File: config.mk
export PLATFORM = sky130hd
export DESIGN_NAME = mmpm_poll_mgr
export DESIGN_NICKNAME = d
export VERILOG_FILES = /design/src/hdl/mmpm_pkg.sv /design/src/hdl/mmpm_poll_mgr.sv
export SDC_FILE = /design/constraint.sdc
export NUM_CORES = 2
export LEC_CHECK = 0
export ABC_CLOCK_PERIOD_IN_PS = 11080
export BUFFER_PORTS_ARGS = -buffer_cell sky130_fd_sc_hd__buf_4
export CORE_AREA = 3 3 426 428
export CTS_CLUSTER_DIAMETER = 40
export DETAILED_ROUTE_END_ITERATION = 6
export DIE_AREA = 0 0 429 431
export PLACE_DENSITY = 0.62
export SETUP_SLACK_MARGIN = 0.1
export SYNTH_ARGS = -nofsm -noshare
export SYNTH_HDL_FRONTEND = slang
export SYNTH_SLANG_ARGS = --single-unit
File: constraint.sdc
create_clock -name hclk -period 11.08 [get_ports hclk]
set_clock_uncertainty 0.15 [all_clocks]
set_input_delay 1.108 -clock hclk [delete_from_list [all_inputs] [get_ports hclk]]
set_output_delay 1.108 -clock hclk [all_outputs]
set_load 0.05 [all_outputs]
File: src/hdl/mmpm_pkg.sv
// Constants, codes and field layouts shared by the slave poll manager.
// Assumes a 40 MHz bus clock and a 32-bit AHB-Lite register bus.
package mmpm_pkg;
    localparam int unsigned CLK_NS = 25;
    localparam int unsigned MS_NS = 1000000;
    localparam int unsigned MS_CYC = (MS_NS + CLK_NS - 1) / CLK_NS;

    // Register byte offsets
    localparam logic [11:0] A_CTRL = 12'h000;
    localparam logic [11:0] A_MSTAT = 12'h004;
    localparam logic [11:0] A_SLV = 12'h040;
    localparam logic [11:0] A_MSG = 12'h200;
    localparam int SLV_SH = 4;
    localparam int MSG_SH = 3;
    localparam logic [1:0] R_CFG = 2'h0;
    localparam logic [1:0] R_TIM = 2'h1;
    localparam logic [1:0] R_CTL = 2'h2;

    // Field positions
    localparam int CTRL_EN = 0;
    localparam int CFG_NODE = 0;
    localparam int CFG_RTRY = 8;
    localparam int CFG_PMODE = 12;
    localparam int CFG_PADR = 16;
    localparam int TIM_GAP = 0;
    localparam int TIM_PING = 16;
    localparam int MSG_QTY = 16;
    localparam int MSG_USE = 30;
    localparam int MSG_WR = 31;

    // Reset values
    localparam logic [31:0] RST_CFG = 32'h0000_0300;
    localparam logic [31:0] RST_TIM = 32'h03E8_0000;

    // Slave control and status codes
    localparam logic [15:0] CTL_STBY = 16'h0001;
    localparam logic [15:0] CTL_ACT = 16'h0002;
    localparam logic [1:0] STS_OK = 2'h0;
    localparam logic [1:0] STS_UNAV = 2'h1;
    localparam logic [1:0] STS_FAIL = 2'h2;
    localparam logic [1:0] STS_ERR = 2'h3;

    // Function codes
    localparam logic [7:0] FC_RD_COIL = 8'h01;
    localparam logic [7:0] FC_RD_INP = 8'h02;
    localparam logic [7:0] FC_RD_HREG = 8'h03;
    localparam logic [7:0] FC_RD_IREG = 8'h04;
    localparam logic [7:0] FC_WR_COIL = 8'h05;
    localparam logic [7:0] FC_WR_REG = 8'h06;
    localparam logic [7:0] FC_ECHO = 8'h08;
    localparam logic [7:0] FC_WR_COILS = 8'h15;
    localparam logic [7:0] FC_WR_REGS = 8'h16;
    localparam logic [15:0] SUB_ECHO = 16'h0000;

    // Address ranges and quantities
    localparam logic [15:0] COIL_LO = 16'h0001;
    localparam logic [15:0] COIL_HI = 16'h270F;
    localparam logic [15:0] INP_LO = 16'h2711;
    localparam logic [15:0] INP_HI = 16'h4E1F;
    localparam logic [15:0] IREG_LO = 16'h7531;
    localparam logic [15:0] IREG_HI = 16'h9C3F;
    localparam logic [15:0] HREG_LO = 16'h9C41;
    localparam logic [15:0] HREG_HI = 16'hC34F;
    localparam logic [9:0] Q_1 = 10'h001;
    localparam logic [9:0] Q_2 = 10'h002;
    localparam logic [9:0] Q_BITS = 10'h200;
    localparam logic [9:0] Q_RREGS = 10'h07D;
    localparam logic [9:0] Q_WREGS = 10'h07B;

    typedef enum logic [1:0] {MD_INACT = 2'b00, MD_STBY = 2'b01, MD_ACT = 2'b10} mmpm_mode_t;
    typedef enum logic {ST_PICK = 1'b0, ST_WAIT = 1'b1} mmpm_state_t;
    typedef struct packed {
        logic legal;
        logic [7:0] code;
        logic [15:0] off;
    } mmpm_fc_t;
endpackage

File: src/hdl/mmpm_poll_mgr.sv
// Per-slave poll manager of a Modbus master with an AHB-Lite register file.
// Assumes a link engine that frames each request, times out and answers with lnk_done.
//
// Function
// - Try a slave up to the retry count before declaring a failure.
// - Keep at least the configured gap in ms between messages to a slave.
// - Space successive liveness pings by the configured ping interval.
// - Echo ping sends function 08 subfunction 0; the slave echoes it.
// - Register ping reads one register only to prove the link; data dropped.
// - Control 0 idles, 1 pings only, 2 polls the slave for data.
// - Undefined control values behave exactly as inactive.
// - Status 0 when slave answers normally or is set inactive.
// - Status 1 on standby ping failure, master initialising or master inactive.
// - Status 2 while a polled slave does not answer.
// - Status 3 when the slave reports illegal requested values.
// - Messages of a slave go out in list order.
// - Coils 1..9999: read with 0x01, single coil write with 0x05.
// - Writing 2..512 coils uses function 0x15.
// - Discrete inputs 10001..19999: read 1..512 with 0x02.
// - Input registers 30001..39999: read up to 125 with 0x04.
// - Holding registers 40001..49999: read up to 125 with 0x03.
// - Writing one holding register uses 0x06.
// - Writing 2..123 holding registers uses 0x16.
// - A message is sent only while its control value is zero.
// - One message per slave in turn; each list wraps to its first message.
// - Skip disabled messages; a slave with none enabled is pinged as standby.
//
// The AHB-Lite register port and the address map were chosen for this implementation.
`timescale 1ns/1ps
module mmpm_poll_mgr #(
    parameter int NSLV = 4,
    parameter int NMSG = 4,
    parameter int unsigned MS_CYCLES = mmpm_pkg::MS_CYC
) (
    // Clock and reset
    input wire logic hclk,
    input wire logic hresetn,
    // AHB-Lite slave
    input wire logic hsel,
    input wire logic [11:0] haddr,
    input wire logic [1:0] htrans,
    input wire logic hwrite,
    input wire logic [2:0] hsize,
    input wire logic hready,
    input wire logic [31:0] hwdata,
    output logic hreadyout,
    output logic hresp,
    output logic [31:0] hrdata,
    // Request to link engine
    output logic lnk_req,
    output logic [7:0] lnk_node,
    output logic [7:0] lnk_func,
    output logic [15:0] lnk_addr,
    output logic [9:0] lnk_qty,
    output logic lnk_write,
    output logic lnk_ping,
    output logic lnk_discard,
    output logic [$clog2(NSLV)-1:0] lnk_slave,
    output logic [$clog2(NMSG)-1:0] lnk_msg,
    // Answer from link engine
    input wire logic lnk_done,
    input wire logic lnk_ok,
    input wire logic lnk_illegal
);
    import mmpm_pkg::*;

    localparam int SW = $clog2(NSLV);
    localparam int MW = $clog2(NMSG);
    localparam int NM = NSLV * NMSG;
    localparam logic [31:0] MS_LAST = 32'(MS_CYCLES - 1);

    typedef struct packed {
        logic [NSLV-1:0][31:0] cfg;
        logic [NSLV-1:0][31:0] tim;
        logic [NSLV-1:0][15:0] ctl;
        logic [NSLV-1:0][1:0] sts;
        logic [NSLV-1:0][16:0] gcnt;
        logic [NSLV-1:0][16:0] pcnt;
        logic [NSLV-1:0][3:0] rtry;
        logic [NSLV-1:0][MW-1:0] ptr;
        logic [NM-1:0][31:0] madr;
        logic [NM-1:0][15:0] mctl;
        logic en;
        mmpm_state_t state;
        logic [SW-1:0] cur;
        logic [MW-1:0] cur_msg;
        logic [31:0] mscnt;
        logic ap_v;
        logic ap_wr;
        logic [11:0] ap_adr;
        logic hrdy;
        logic [31:0] hrdata;
        logic req;
        logic [7:0] node;
        logic [7:0] func;
        logic [15:0] addr;
        logic [9:0] qty;
        logic wr;
        logic ping;
        logic discard;
    } mmpm_st_t;

    mmpm_st_t st_r;
    mmpm_st_t st_nxt;

    function automatic mmpm_mode_t mode_of(input logic [15:0] v);
        case (v)
            CTL_STBY: return MD_STBY;
            CTL_ACT: return MD_ACT;
            default: return MD_INACT;
        endcase
    endfunction

    function automatic logic [16:0] ld_ms(input logic [15:0] v);
        return (v == 16'h0000) ? 17'h00000 : {1'b0, v} + 17'h00001;
    endfunction

    function automatic logic [SW-1:0] nxt_slv(input logic [SW-1:0] v);
        return (int'(v) == NSLV - 1) ? '0 : v + SW'(1);
    endfunction

    function automatic mmpm_fc_t fc_sel(input logic [15:0] a, input logic [9:0] q,
                                        input logic w);
        mmpm_fc_t r;
        r = '0;
        if (a >= COIL_LO && a <= COIL_HI)
        begin
            r.off = a - COIL_LO;
            if (!w && q >= Q_1 && q <= Q_BITS)
                {r.legal, r.code} = {1'b1, FC_RD_COIL};
            else if (w && q == Q_1)
                {r.legal, r.code} = {1'b1, FC_WR_COIL};
            else if (w && q >= Q_2 && q <= Q_BITS)
                {r.legal, r.code} = {1'b1, FC_WR_COILS};
        end
        else if (a >= INP_LO && a <= INP_HI)
        begin
            r.off = a - INP_LO;
            if (!w && q >= Q_1 && q <= Q_BITS)
                {r.legal, r.code} = {1'b1, FC_RD_INP};
        end
        else if (a >= IREG_LO && a <= IREG_HI)
        begin
            r.off = a - IREG_LO;
            if (!w && q >= Q_1 && q <= Q_RREGS)
                {r.legal, r.code} = {1'b1, FC_RD_IREG};
        end
        else if (a >= HREG_LO && a <= HREG_HI)
        begin
            r.off = a - HREG_LO;
            if (!w && q >= Q_1 && q <= Q_RREGS)
                {r.legal, r.code} = {1'b1, FC_RD_HREG};
            else if (w && q == Q_1)
                {r.legal, r.code} = {1'b1, FC_WR_REG};
            else if (w && q >= Q_2 && q <= Q_WREGS)
                {r.legal, r.code} = {1'b1, FC_WR_REGS};
        end
        return r;
    endfunction

    logic tick;
    logic found;
    logic [MW-1:0] fidx;
    logic [MW-1:0] idx;
    logic [SW-1:0] c;
    mmpm_mode_t md;
    mmpm_fc_t fc;
    logic [31:0] mw;
    logic [31:0] rdw;
    logic [4:0] lim;
    int si;
    int mi;

    always_comb
    begin
        st_nxt = st_r;
        c = st_r.cur;
        md = mode_of(st_r.ctl[st_r.cur]);
        found = 1'b0;
        fidx = st_r.ptr[st_r.cur];
        idx = '0;
        fc = '0;
        mw = '0;
        rdw = '0;
        si = 0;
        mi = 0;
        lim = (st_r.cfg[st_r.cur][CFG_RTRY +: 4] == 4'h0) ? 5'h01 :
              {1'b0, st_r.cfg[st_r.cur][CFG_RTRY +: 4]};

        // Millisecond timebase for gap and ping timers
        tick = (st_r.mscnt == MS_LAST);
        st_nxt.mscnt = tick ? 32'h0000_0000 : st_r.mscnt + 32'h0000_0001;
        for (int i = 0; i < NSLV; i++)
        begin
            if (tick && st_r.gcnt[i] != 17'h00000)
                st_nxt.gcnt[i] = st_r.gcnt[i] - 17'h00001;
            if (tick && st_r.pcnt[i] != 17'h00000)
                st_nxt.pcnt[i] = st_r.pcnt[i] - 17'h00001;
        end

        // Bus slave: one wait state, then read data from a flip-flop
        st_nxt.hrdy = 1'b1;
        if (st_r.ap_v)
        begin
            st_nxt.ap_v = 1'b0;
            if (st_r.ap_adr == A_CTRL)
                rdw[CTRL_EN] = st_r.en;
            else if (st_r.ap_adr == A_MSTAT)
                rdw = {16'h0000, 8'(st_r.cur), 5'h00, st_r.req, st_r.state, st_r.en};
            else if (int'(st_r.ap_adr) >= int'(A_SLV) &&
                     int'(st_r.ap_adr) < int'(A_SLV) + (NSLV << SLV_SH))
            begin
                si = (int'(st_r.ap_adr) - int'(A_SLV)) >> SLV_SH;
                case (st_r.ap_adr[3:2])
                    R_CFG: rdw = st_r.cfg[si];
                    R_TIM: rdw = st_r.tim[si];
                    R_CTL: rdw = {16'h0000, st_r.ctl[si]};
                    default: rdw = {30'h0000_0000, st_r.sts[si]};
                endcase
                if (st_r.ap_wr)
                begin
                    case (st_r.ap_adr[3:2])
                        R_CFG: st_nxt.cfg[si] = hwdata;
                        R_TIM: st_nxt.tim[si] = hwdata;
                        R_CTL: st_nxt.ctl[si] = hwdata[15:0];
                        default: st_nxt.ctl[si] = st_r.ctl[si];
                    endcase
                end
            end
            else if (int'(st_r.ap_adr) >= int'(A_MSG) &&
                     int'(st_r.ap_adr) < int'(A_MSG) + (NM << MSG_SH))
            begin
                mi = (int'(st_r.ap_adr) - int'(A_MSG)) >> MSG_SH;
                rdw = st_r.ap_adr[2] ? {16'h0000, st_r.mctl[mi]} : st_r.madr[mi];
                if (st_r.ap_wr && st_r.ap_adr[2])
                    st_nxt.mctl[mi] = hwdata[15:0];
                else if (st_r.ap_wr)
                    st_nxt.madr[mi] = hwdata;
            end
            if (st_r.ap_wr && st_r.ap_adr == A_CTRL)
                st_nxt.en = hwdata[CTRL_EN];
            if (!st_r.ap_wr)
                st_nxt.hrdata = rdw;
        end
        else if (hsel && hready && htrans[1])
        begin
            st_nxt.ap_v = 1'b1;
            st_nxt.ap_wr = hwrite;
            st_nxt.ap_adr = {haddr[11:2], 2'b00};
            st_nxt.hrdy = 1'b0;
        end

        // Scheduler
        case (st_r.state)
            ST_PICK:
            begin
                for (int k = 0; k < NMSG; k++)
                begin
                    idx = MW'((int'(st_r.ptr[c]) + k) % NMSG);
                    mi = int'(c) * NMSG + int'(idx);
                    if (!found && st_r.madr[mi][MSG_USE] && st_r.mctl[mi] == 16'h0000)
                    begin
                        found = 1'b1;
                        fidx = idx;
                    end
                end
                mi = int'(c) * NMSG + int'(fidx);
                mw = st_r.madr[mi];
                fc = fc_sel(mw[15:0], mw[MSG_QTY +: 10], mw[MSG_WR]);
                if (!st_r.en || md == MD_INACT)
                    st_nxt.cur = nxt_slv(c);
                else if (st_r.gcnt[c] != 17'h00000)
                    st_nxt.cur = nxt_slv(c);
                else if (md == MD_ACT && found && !fc.legal)
                begin
                    st_nxt.sts[c] = STS_ERR;
                    st_nxt.ptr[c] = fidx + MW'(1);
                    st_nxt.cur = nxt_slv(c);
                end
                else if (md == MD_ACT && found)
                begin
                    st_nxt.req = 1'b1;
                    st_nxt.node = st_r.cfg[c][CFG_NODE +: 8];
                    st_nxt.func = fc.code;
                    st_nxt.addr = fc.off;
                    st_nxt.qty = mw[MSG_QTY +: 10];
                    st_nxt.wr = mw[MSG_WR];
                    st_nxt.ping = 1'b0;
                    st_nxt.discard = 1'b0;
                    st_nxt.cur_msg = fidx;
                    st_nxt.state = ST_WAIT;
                end
                else if (st_r.pcnt[c] == 17'h00000)
                begin
                    st_nxt.req = 1'b1;
                    st_nxt.node = st_r.cfg[c][CFG_NODE +: 8];
                    st_nxt.ping = 1'b1;
                    st_nxt.wr = 1'b0;
                    st_nxt.pcnt[c] = ld_ms(st_r.tim[c][TIM_PING +: 16]);
                    if (st_r.cfg[c][CFG_PMODE])
                    begin
                        st_nxt.func = FC_RD_HREG;
                        st_nxt.addr = st_r.cfg[c][CFG_PADR +: 16];
                        st_nxt.qty = Q_1;
                        st_nxt.discard = 1'b1;
                    end
                    else
                    begin
                        st_nxt.func = FC_ECHO;
                        st_nxt.addr = SUB_ECHO;
                        st_nxt.qty = 10'h000;
                        st_nxt.discard = 1'b0;
                    end
                    st_nxt.state = ST_WAIT;
                end
                else
                    st_nxt.cur = nxt_slv(c);
            end
            ST_WAIT:
            begin
                if (lnk_done)
                begin
                    st_nxt.req = 1'b0;
                    st_nxt.gcnt[c] = ld_ms(st_r.tim[c][TIM_GAP +: 16]);
                    st_nxt.cur = nxt_slv(c);
                    st_nxt.state = ST_PICK;
                    if (lnk_ok || lnk_illegal ||
                        ({1'b0, st_r.rtry[c]} + 5'h01 >= lim))
                    begin
                        st_nxt.rtry[c] = 4'h0;
                        if (!st_r.ping)
                            st_nxt.ptr[c] = st_r.cur_msg + MW'(1);
                        if (lnk_ok)
                            st_nxt.sts[c] = STS_OK;
                        else if (lnk_illegal)
                            st_nxt.sts[c] = STS_ERR;
                        else if (st_r.ping)
                            st_nxt.sts[c] = STS_UNAV;
                        else
                            st_nxt.sts[c] = STS_FAIL;
                    end
                    else
                        st_nxt.rtry[c] = st_r.rtry[c] + 4'h1;
                end
            end
            default: st_nxt.state = ST_PICK;
        endcase

        // Master and slave idle states override reported status
        for (int i = 0; i < NSLV; i++)
        begin
            if (!st_r.en)
                st_nxt.sts[i] = STS_UNAV;
            else if (mode_of(st_r.ctl[i]) == MD_INACT)
                st_nxt.sts[i] = STS_OK;
        end
    end

    always_ff @(posedge hclk or negedge hresetn)
    begin
        if (!hresetn)
        begin
            st_r <= '0;
            st_r.cfg <= {NSLV{RST_CFG}};
            st_r.tim <= {NSLV{RST_TIM}};
            st_r.sts <= {NSLV{STS_UNAV}};
            st_r.hrdy <= 1'b1;
        end
        else
            st_r <= st_nxt;
    end

    assign hreadyout = st_r.hrdy;
    assign hresp = 1'b0;
    assign hrdata = st_r.hrdata;
    assign lnk_req = st_r.req;
    assign lnk_node = st_r.node;
    assign lnk_func = st_r.func;
    assign lnk_addr = st_r.addr;
    assign lnk_qty = st_r.qty;
    assign lnk_write = st_r.wr;
    assign lnk_ping = st_r.ping;
    assign lnk_discard = st_r.discard;
    assign lnk_slave = st_r.cur;
    assign lnk_msg = st_r.cur_msg;

    // Helpers seen only by the checks below
    logic [3:0] h_rtry;
    logic [16:0] h_gcnt;
    logic [16:0] h_pcnt;
    mmpm_mode_t h_md;
    logic h_fail;
    assign h_rtry = st_r.rtry[st_r.cur];
    assign h_gcnt = st_r.gcnt[st_r.cur];
    assign h_pcnt = st_r.pcnt[st_r.cur];
    assign h_md = mode_of(st_r.ctl[st_r.cur]);
    assign h_fail = st_r.state == ST_WAIT && lnk_done && !lnk_ok && !lnk_illegal;

    AST_RETRY_COUNT: assert property (@(posedge hclk) disable iff (!hresetn)
        h_fail && ({1'b0, h_rtry} + 5'h01 < lim) |=>
        st_r.rtry[$past(st_r.cur)] == $past(h_rtry) + 4'h1) else $error("retry not counted");
    AST_GAP_KEPT: assert property (@(posedge hclk) disable iff (!hresetn)
        $rose(st_r.req) |-> $past(h_gcnt) == 17'h00000) else $error("gap violated");
    AST_PING_SPACING: assert property (@(posedge hclk) disable iff (!hresetn)
        $rose(st_r.req) && st_r.ping |-> $past(h_pcnt) == 17'h00000 &&
        (st_r.tim[st_r.cur][TIM_PING +: 16] == 16'h0000 || h_pcnt != 17'h00000))
        else $error("ping interval violated");
    AST_ECHO_PING: assert property (@(posedge hclk) disable iff (!hresetn)
        st_r.req && st_r.ping && !st_r.discard |-> st_r.func == FC_ECHO && st_r.addr == SUB_ECHO)
        else $error("bad echo ping");
    AST_REG_PING: assert property (@(posedge hclk) disable iff (!hresetn)
        st_r.req && st_r.ping && st_r.cfg[st_r.cur][CFG_PMODE] |->
        st_r.func == FC_RD_HREG && st_r.discard && st_r.qty == Q_1) else $error("bad reg ping");
    AST_POLL_ACTIVE: assert property (@(posedge hclk) disable iff (!hresetn)
        $rose(st_r.req) && !st_r.ping |-> $past(h_md) == MD_ACT) else $error("poll not active");
    AST_INACT_SILENT: assert property (@(posedge hclk) disable iff (!hresetn)
        $rose(st_r.req) |-> $past(h_md) != MD_INACT) else $error("inactive slave sent");
    AST_INACT_STATUS: assert property (@(posedge hclk) disable iff (!hresetn)
        st_r.en && mode_of(st_r.ctl[0]) == MD_INACT |=> st_r.sts[0] == STS_OK)
        else $error("inactive status not 0");
    AST_MASTER_OFF: assert property (@(posedge hclk) disable iff (!hresetn)
        !st_r.en |=> st_r.sts[0] == STS_UNAV) else $error("master off status not 1");
    AST_FAIL_STATUS: assert property (@(posedge hclk) disable iff (!hresetn)
        h_fail && !st_r.ping && st_r.en && h_md == MD_ACT && ({1'b0, h_rtry} + 5'h01 >= lim)
        |=> st_r.sts[$past(st_r.cur)] == STS_FAIL) else $error("failure not reported");
    AST_ILLEGAL: assert property (@(posedge hclk) disable iff (!hresetn)
        st_r.state == ST_WAIT && lnk_done && lnk_illegal && st_r.en && h_md != MD_INACT
        |=> st_r.sts[$past(st_r.cur)] == STS_ERR) else $error("illegal not reported");
    AST_LIST_ORDER: assert property (@(posedge hclk) disable iff (!hresetn)
        st_r.state == ST_WAIT && lnk_done && lnk_ok && !st_r.ping
        |=> st_r.ptr[$past(st_r.cur)] == $past(st_r.cur_msg) + MW'(1)) else $error("order");
    AST_COILS_QTY: assert property (@(posedge hclk) disable iff (!hresetn)
        st_r.req && st_r.func == FC_WR_COILS |-> st_r.qty >= Q_2 && st_r.qty <= Q_BITS)
        else $error("multi coil count");
    AST_REGS_QTY: assert property (@(posedge hclk) disable iff (!hresetn)
        st_r.req && st_r.func == FC_WR_REGS |-> st_r.qty >= Q_2 && st_r.qty <= Q_WREGS)
        else $error("multi reg count");
endmodule

Yosys cells after proc, flatten, opt, wreduce, memory -nomap -nowiden. Cells that the tools add are included.

Flip-flop bits (word level): 1385. Input bits: 57. Output and inout bits: 84.

Add/subtract/negate cells: 30. Magnitude comparators: 29. Equal/unequal tests: 47. Multiplexer cells: 189. Bitwise gates (word level): 22. Reductions and logical operators: 90.

Operator list (number): binary-select mux 32 bit (select 4 bit) (6); bitwise mux 512 bit (1); two-way mux 68 bit (7); two-way mux 32 bit (14); binary-select mux 16 bit (select 4 bit) (5); two-way mux 31 bit (9); binary-select mux 32 bit (select 2 bit) (4); bitwise mux 128 bit (2); bitwise mux 256 bit (1); two-way mux 46 bit (5); two-way mux 16 bit (14); two-way mux 17 bit (13); nonzero test 17 bit (9); bitwise mux 68 bit (2); subtractor 17 x 1 -> 17 bit, second input constant (8); bitwise mux 64 bit (2); demux 32 bit (select 4 bit) (1); one-hot mux 64 bit (2 select lines) (1); two-way mux 25 bit (5); two-way mux 8 bit (13); logical NOT 16 bit (6); one-hot mux 32 bit (3 select lines) (1); == test 16 x 1 -> 1 bit, second input constant (5); == test 16 x 2 -> 1 bit, second input constant (5); other kinds (94) (268).

Depth between registers and ports, before layout.
Depth after elaboration: 48. Gate-level depth with buffers: 32. Depth with buffers taken out: 23.

Worst setup path before layout. No wires, ideal clock.

Kind: register -> register. From: register st_r (netlist bit lnk_slave[0]). To: register st_r[1060] in the netlist's numbering. Data arrival time: 7622 ps. Slack: 3167 ps. Stages on the path, launching flop included: 27. Path buffers: 14. Clock period less this slack: 7913 ps. Cells stage by stage: dfrtp_1 > buf_2 > buf_2 > buf_2 > buf_2 > clkbuf_1 > buf_1 > buf_2 > buf_1 > buf_2 > buf_2 > clkbuf_1 > buf_1 > clkbuf_1 > mux4_2 > a31o_2 > ha_1 > nand2b_1 > a21o_1 > a21o_1 > a2111oi_0 > inv_1 > a31oi_1 > nor2_1 > clkbuf_1 > o21ai_0 > a221oi_1.

Cells in the longest elaborated chain, start to end: 44. Elaborated cells on any way between the ends: 152. Those cells by class: 9 x add/sub; 16 x order compare; 8 x eq/ne; 77 x mux; 6 x bitwise; 36 x reduce/logical.

Ends and longest elaborated chain: from (decl) (RTL line mmpm_poll_mgr.sv:103) `mmpm_st_t st_r;`; from (signal assigned) (RTL line mmpm_poll_mgr.sv:370) `st_r <= st_nxt;`; binary-select mux 2 bit (select 2 bit) (RTL line mmpm_poll_mgr.sv:180, mmpm_poll_mgr.sv:259); two-way mux 2 bit (implied by the code) (RTL line mmpm_poll_mgr.sv:180, mmpm_poll_mgr.sv:259); adder 4 x 2 -> 5 bit (RTL line mmpm_poll_mgr.sv:260) `mi = int'(c) * NMSG + int'(idx);`; binary-select mux 16 bit (select 4 bit) (RTL line mmpm_poll_mgr.sv:261) `if (!found && st_r.madr[mi][MSG_USE] && st_r.mctl[mi] == 16'h0000)`; two-way mux 16 bit (implied by the code) (2 in series) (RTL line mmpm_poll_mgr.sv:261); logical NOT 16 bit (RTL line mmpm_poll_mgr.sv:261); logical AND 1 bit (RTL line mmpm_poll_mgr.sv:261); two-way mux 1 bit (RTL line mmpm_poll_mgr.sv:261); [... 27 more ...]; two-way mux 25 bit (RTL line mmpm_poll_mgr.sv:142) `else if (a >= IREG_LO && a <= IREG_HI)`; two-way mux 25 bit (RTL line mmpm_poll_mgr.sv:136) `else if (a >= INP_LO && a <= INP_HI)`; two-way mux 25 bit (RTL line mmpm_poll_mgr.sv:126) `if (a >= COIL_LO && a <= COIL_HI)`; two-way mux 25 bit (RTL line mmpm_poll_mgr.sv:254) `case (st_r.state)`; logical NOT 1 bit (RTL line mmpm_poll_mgr.sv:274) `else if (md == MD_ACT && found && !fc.legal)`; logical AND 1 bit (RTL line mmpm_poll_mgr.sv:274); != test 4 bit (no source line); AND reduction 5 bit (no source line).

Several ways; a longest one is shown, not always the timed one. The select of a mux whose other input is x is not followed. A chain may end at the register's enable or synchronous reset.

Worst setup path after layout.
From: register st_r (netlist bit lnk_slave[0]). To: register st_r (netlist bit lnk_node[4]).

Cells in the longest elaborated chain, start to end: 44. Elaborated cells on any way between the ends: 128. Those cells by class: 8 x add/sub; 13 x order compare; 4 x eq/ne; 65 x mux; 3 x bitwise; 35 x reduce/logical.

Ends and longest elaborated chain (RTL line): binary-select mux 2 bit (select 2 bit) (mmpm_poll_mgr.sv:180, mmpm_poll_mgr.sv:259); two-way mux 2 bit (implied by the code) (mmpm_poll_mgr.sv:180, mmpm_poll_mgr.sv:259); adder 4 x 2 -> 5 bit (mmpm_poll_mgr.sv:260); binary-select mux 16 bit (select 4 bit) (mmpm_poll_mgr.sv:261); two-way mux 16 bit (implied by the code) (2 in series) (mmpm_poll_mgr.sv:261); logical NOT 16 bit (mmpm_poll_mgr.sv:261); logical AND 1 bit (mmpm_poll_mgr.sv:261); two-way mux 1 bit (mmpm_poll_mgr.sv:261); [... 27 more ...]; two-way mux 25 bit (mmpm_poll_mgr.sv:142); two-way mux 25 bit (mmpm_poll_mgr.sv:136); two-way mux 25 bit (mmpm_poll_mgr.sv:126); two-way mux 25 bit (mmpm_poll_mgr.sv:254); logical NOT 1 bit (mmpm_poll_mgr.sv:274); logical AND 1 bit (mmpm_poll_mgr.sv:274); inverter 1 bit (no source line); AND reduction 5 bit (no source line).

Several ways; a longest one is shown, not always the timed one. The select of a mux whose other input is x is not followed.

==> out/metrics.yaml <==
status: "finished clean"
cts.clk_slew.worst_paths_ns: 0.06
rows: 155
synthToLayoutAreaGrowth_pct: 12.2
synth_most_common_cell: "dfrtp_1"
p_total_w: 0.0216
clkSinkCount: 1382
grt_max_degree: 180
cts_inserted_buffers: 193
fin_tns_setup_ns: 0
ys_seq_elements: 1382
async_reset_ff_share_pct: 100
antenna_found_initial: 6
cp.required_ns: 11.62
critPathKind: "register to register"
hold_path.class: "input port to async pin"
slew_viol_final: 0
clock.fmax_mhz: 103
grt_pass1_vias: 56100
grtUsageTotal_pct: 26.3
drtIter0Drc: 5365
drc: 0
synthTopCellsByCount: "dfrtp_1, mux2_2, nand2_1"
n_fill_cell: 15700
cp-end-kind: "register"
startpoint: "lnk_slave[0]"
path_buf_inv: 4
ir_drop_uv: 276
die_w_um: 429
hold_viol_final: 0
clock_latency_ns: 0.85
setup_viol: 0
wl_per_cell_um: 28.1
vias_per_cell: 6.36
cpPeakStageDelay_ns: 1.08
place_hpwl_mm: 157
cts_resized: 0
grt_pass1_wl_mm: 370
critPathLaunchType: "register"
dr.pass1.iters: 7
syn_inst: 6378
synth_top_flop_cell: "dfrtp_1"
max-slew-margin-rel_pct: 16.3
die_h_um: 431
vias: 55800
initial_core_util_pct: 42.9
worstReg2RegStart: "lnk_slave[0]"
synth_area_per_cell_um2: 12.0
p_leak_nw: 37.4
final_nets: 6329
rrSetupSlack_ns: 1.36
fp.coreArea_um2: 178000
postLayoutCoreUtil_pct: 48.2
cts_tree: "built"
multi_input_area_um2: 39000
yosysTopAreaCellShare_pct: 44.0
layout-drive-gt1-share_pct: 34.9
timing.critical_path.mode_cell: "buf_4"
hold_buffers: 0
cp_num_cells: 21
synth_cell_type_count: 116
ios: 141
cp_max_fo: 47
die_area_um2: 185000
worst_path_max_delay_cell: "nor4_1"
wl_mm: 247
cap_violations: 0
yosys-top-cells-area: "dfrtp_1, mux2_2, mux4_2, nand2_1, o21ai_0"
period_share_pct: 87.7
synth_area_um2: 76500
synth_edf_count: 0
numPortBuffers: 130
regArea_um2: 34700
crit_chain: "mux4_2 > buf_4 > o21ai_0 > a22oi_1 > o32ai_1 > nor2_1 > o21a_2 > o21ai_4 > buf_4 > a2111oi_0 > nor4_1 > nor3_2 > o31a_1 > o221ai_1 > a21oi_2 > buf_4 > o221ai_2 > a21o_4 > nor2b_4 > buf_4 > mux2_2"
critical-path-top-delay-family: "compound AO/OA/AOI/OAI gates"
gp_congestion: 0.931
htree_levels: 4
yosys_warnings: 0
postRouteAntennaNets: 0
gr-total-overflow: 0
arrival_ns: 10.26
powerDensity_nw_per_um2: 251
endpoint: "lnk_node[4]"
cts_buffer_depth: 3
rsz0062_at_grt: "no"
reg2reg_depth: 21
post-cts-setup-buffer-count: 0
timing.final.crit_period_ns: 9.72
worst_pin_slew_ns: 1.24
ys_seq_area_share_pct: 45.3
yosysTopAreaCell: "dfrtp_1"
cts-root-buf: "clkbuf_16"
r2r-end: "lnk_node[4]"
[worst reg2reg max path: cells and delay by family (launching register included)]
kind,cells,cell delay (ns)
simple gates,4,1.83
compound gates,11,4.01
buf+inv,4,1.47
mux,2,1.25
flops,1,0.85
[worst min path at each step]
stage                  end  slack (ns)  cells past startpoint
2_1_floorplan    st_r[915]        0.29                      2
3_3_place_gp     st_r[917]        0.31                      2
3_5_place_dp     st_r[907]        0.32                      2
4_1_cts         st_r[1259]        0.10                      1
5_1_grt        lnk_node[1]        0.12                      1
6_report        st_r[1259]         0.1                      1
[per-layer routing]
layer	vias up	GRT usage (%)	part of all wire (%)
met5	-	0	0.0053
met4	2	13.1	5.1
met3	575	4.95	7.3
met2	2387	41.7	47
met1	29100	34.9	41
li1	23700	-	-
[placed cells by master, fill, tap and decap left out, types with 27 or more instances in the layout]
cell | netlist | routed
nand2b_1 | 30 | 29
nor4_1 | 138 | 138
xnor2_1 | 128 | 128
mux4_2 | 410 | 410
dfrtp_1 | 1345 | 1338
nand4_1 | 55 | 55
inv_6 | 0 | 32
o211ai_1 | 27 | 27
nor3_1 | 102 | 98
nand2_1 | 428 | 421
dfstp_2 | 37 | 37
inv_1 | 122 | 120
o22ai_1 | 45 | 45
and3_1 | 36 | 35
xor2_1 | 71 | 71
a31oi_1 | 61 | 60
nor2_1 | 329 | 311
nand3_1 | 134 | 133
a21oi_1 | 162 | 162
mux2_2 | 1051 | 1051
clkbuf_16 | 0 | 196
buf_4 | 90 | 244
and4_1 | 66 | 66
ha_1 | 28 | 28
mux2i_1 | 142 | 141
o21ai_0 | 287 | 287
a211oi_1 | 50 | 50
clkinv_2 | 0 | 29
or3_1 | 37 | 37
[power by group]
part / switching, W / internal (W)
combinational: 0.00664 / 0.00310
clock: 0.00259 / 0.00386
sequential: 0.000199 / 0.00517
total: 0.00943 / 0.0121
[per-stage QoR]
| stage | hold slack, ns | cell area, um2 | std cells | worst slack [ns] |
|---|---|---|---|---|
| floorplan | 0.295 | 76500 | 6381 | 3.17 |
| global placement | 0.307 | 79100 | 8404 | 1.66 |
| detailed placement | 0.320 | 79100 | 8404 | 1.56 |
| CTS | 0.102 | 85900 | 8770 | 1.49 |
| global route | 0.122 | 85900 | 8773 | 1.09 |
| finish | 0.0981 | 85900 | 8774 | 1.36 |
[cells by family (layout without fill, tap and decap cells)]
| kind of cell | Yosys count | count (layout) | share of synthesized area [%] |
|---|---|---|---|
| and+or+nand+nor | 1477 | 1477 | 9.68 |
| xor gates and xnor gates | 200 | 200 | 2.30 |
| adders and majority gates | 28 | 28 | 0.458 |
| AOI/OAI and AO/OA | 961 | 961 | 8.41 |
| other | 1 | 8 | 0.00490 |
| muxes | 1623 | 1623 | 29.8 |
| buffers and inverters | 706 | 740 | 4.12 |
| DFF | 1382 | 1382 | 45.3 |
[flip-flops by register name, indices dropped and copies added (netlist names)]
name	cells
lnk_func	5
st_r	1302
lnk_node	8
lnk_write	1
hreadyout	1
hrdata	32
lnk_discard	1
lnk_ping	1
lnk_qty	10
lnk_req	1
lnk_msg	2
lnk_addr	16
lnk_slave	2
[final cells by class]
class / count / area share [%]
well taps: 2355 / 3.43
repair buffers: 252 / 2.33
clock inverters: 137 / 1.83
clock buffers: 229 / 6.11
inverters: 122 / 0.533
flip-flops and latches: 1382 / 40.3
diodes: 4 / 0.0117
multi-input cells: 4293 / 45.4
No activity file was read; power rests on OpenSTA's default activity.
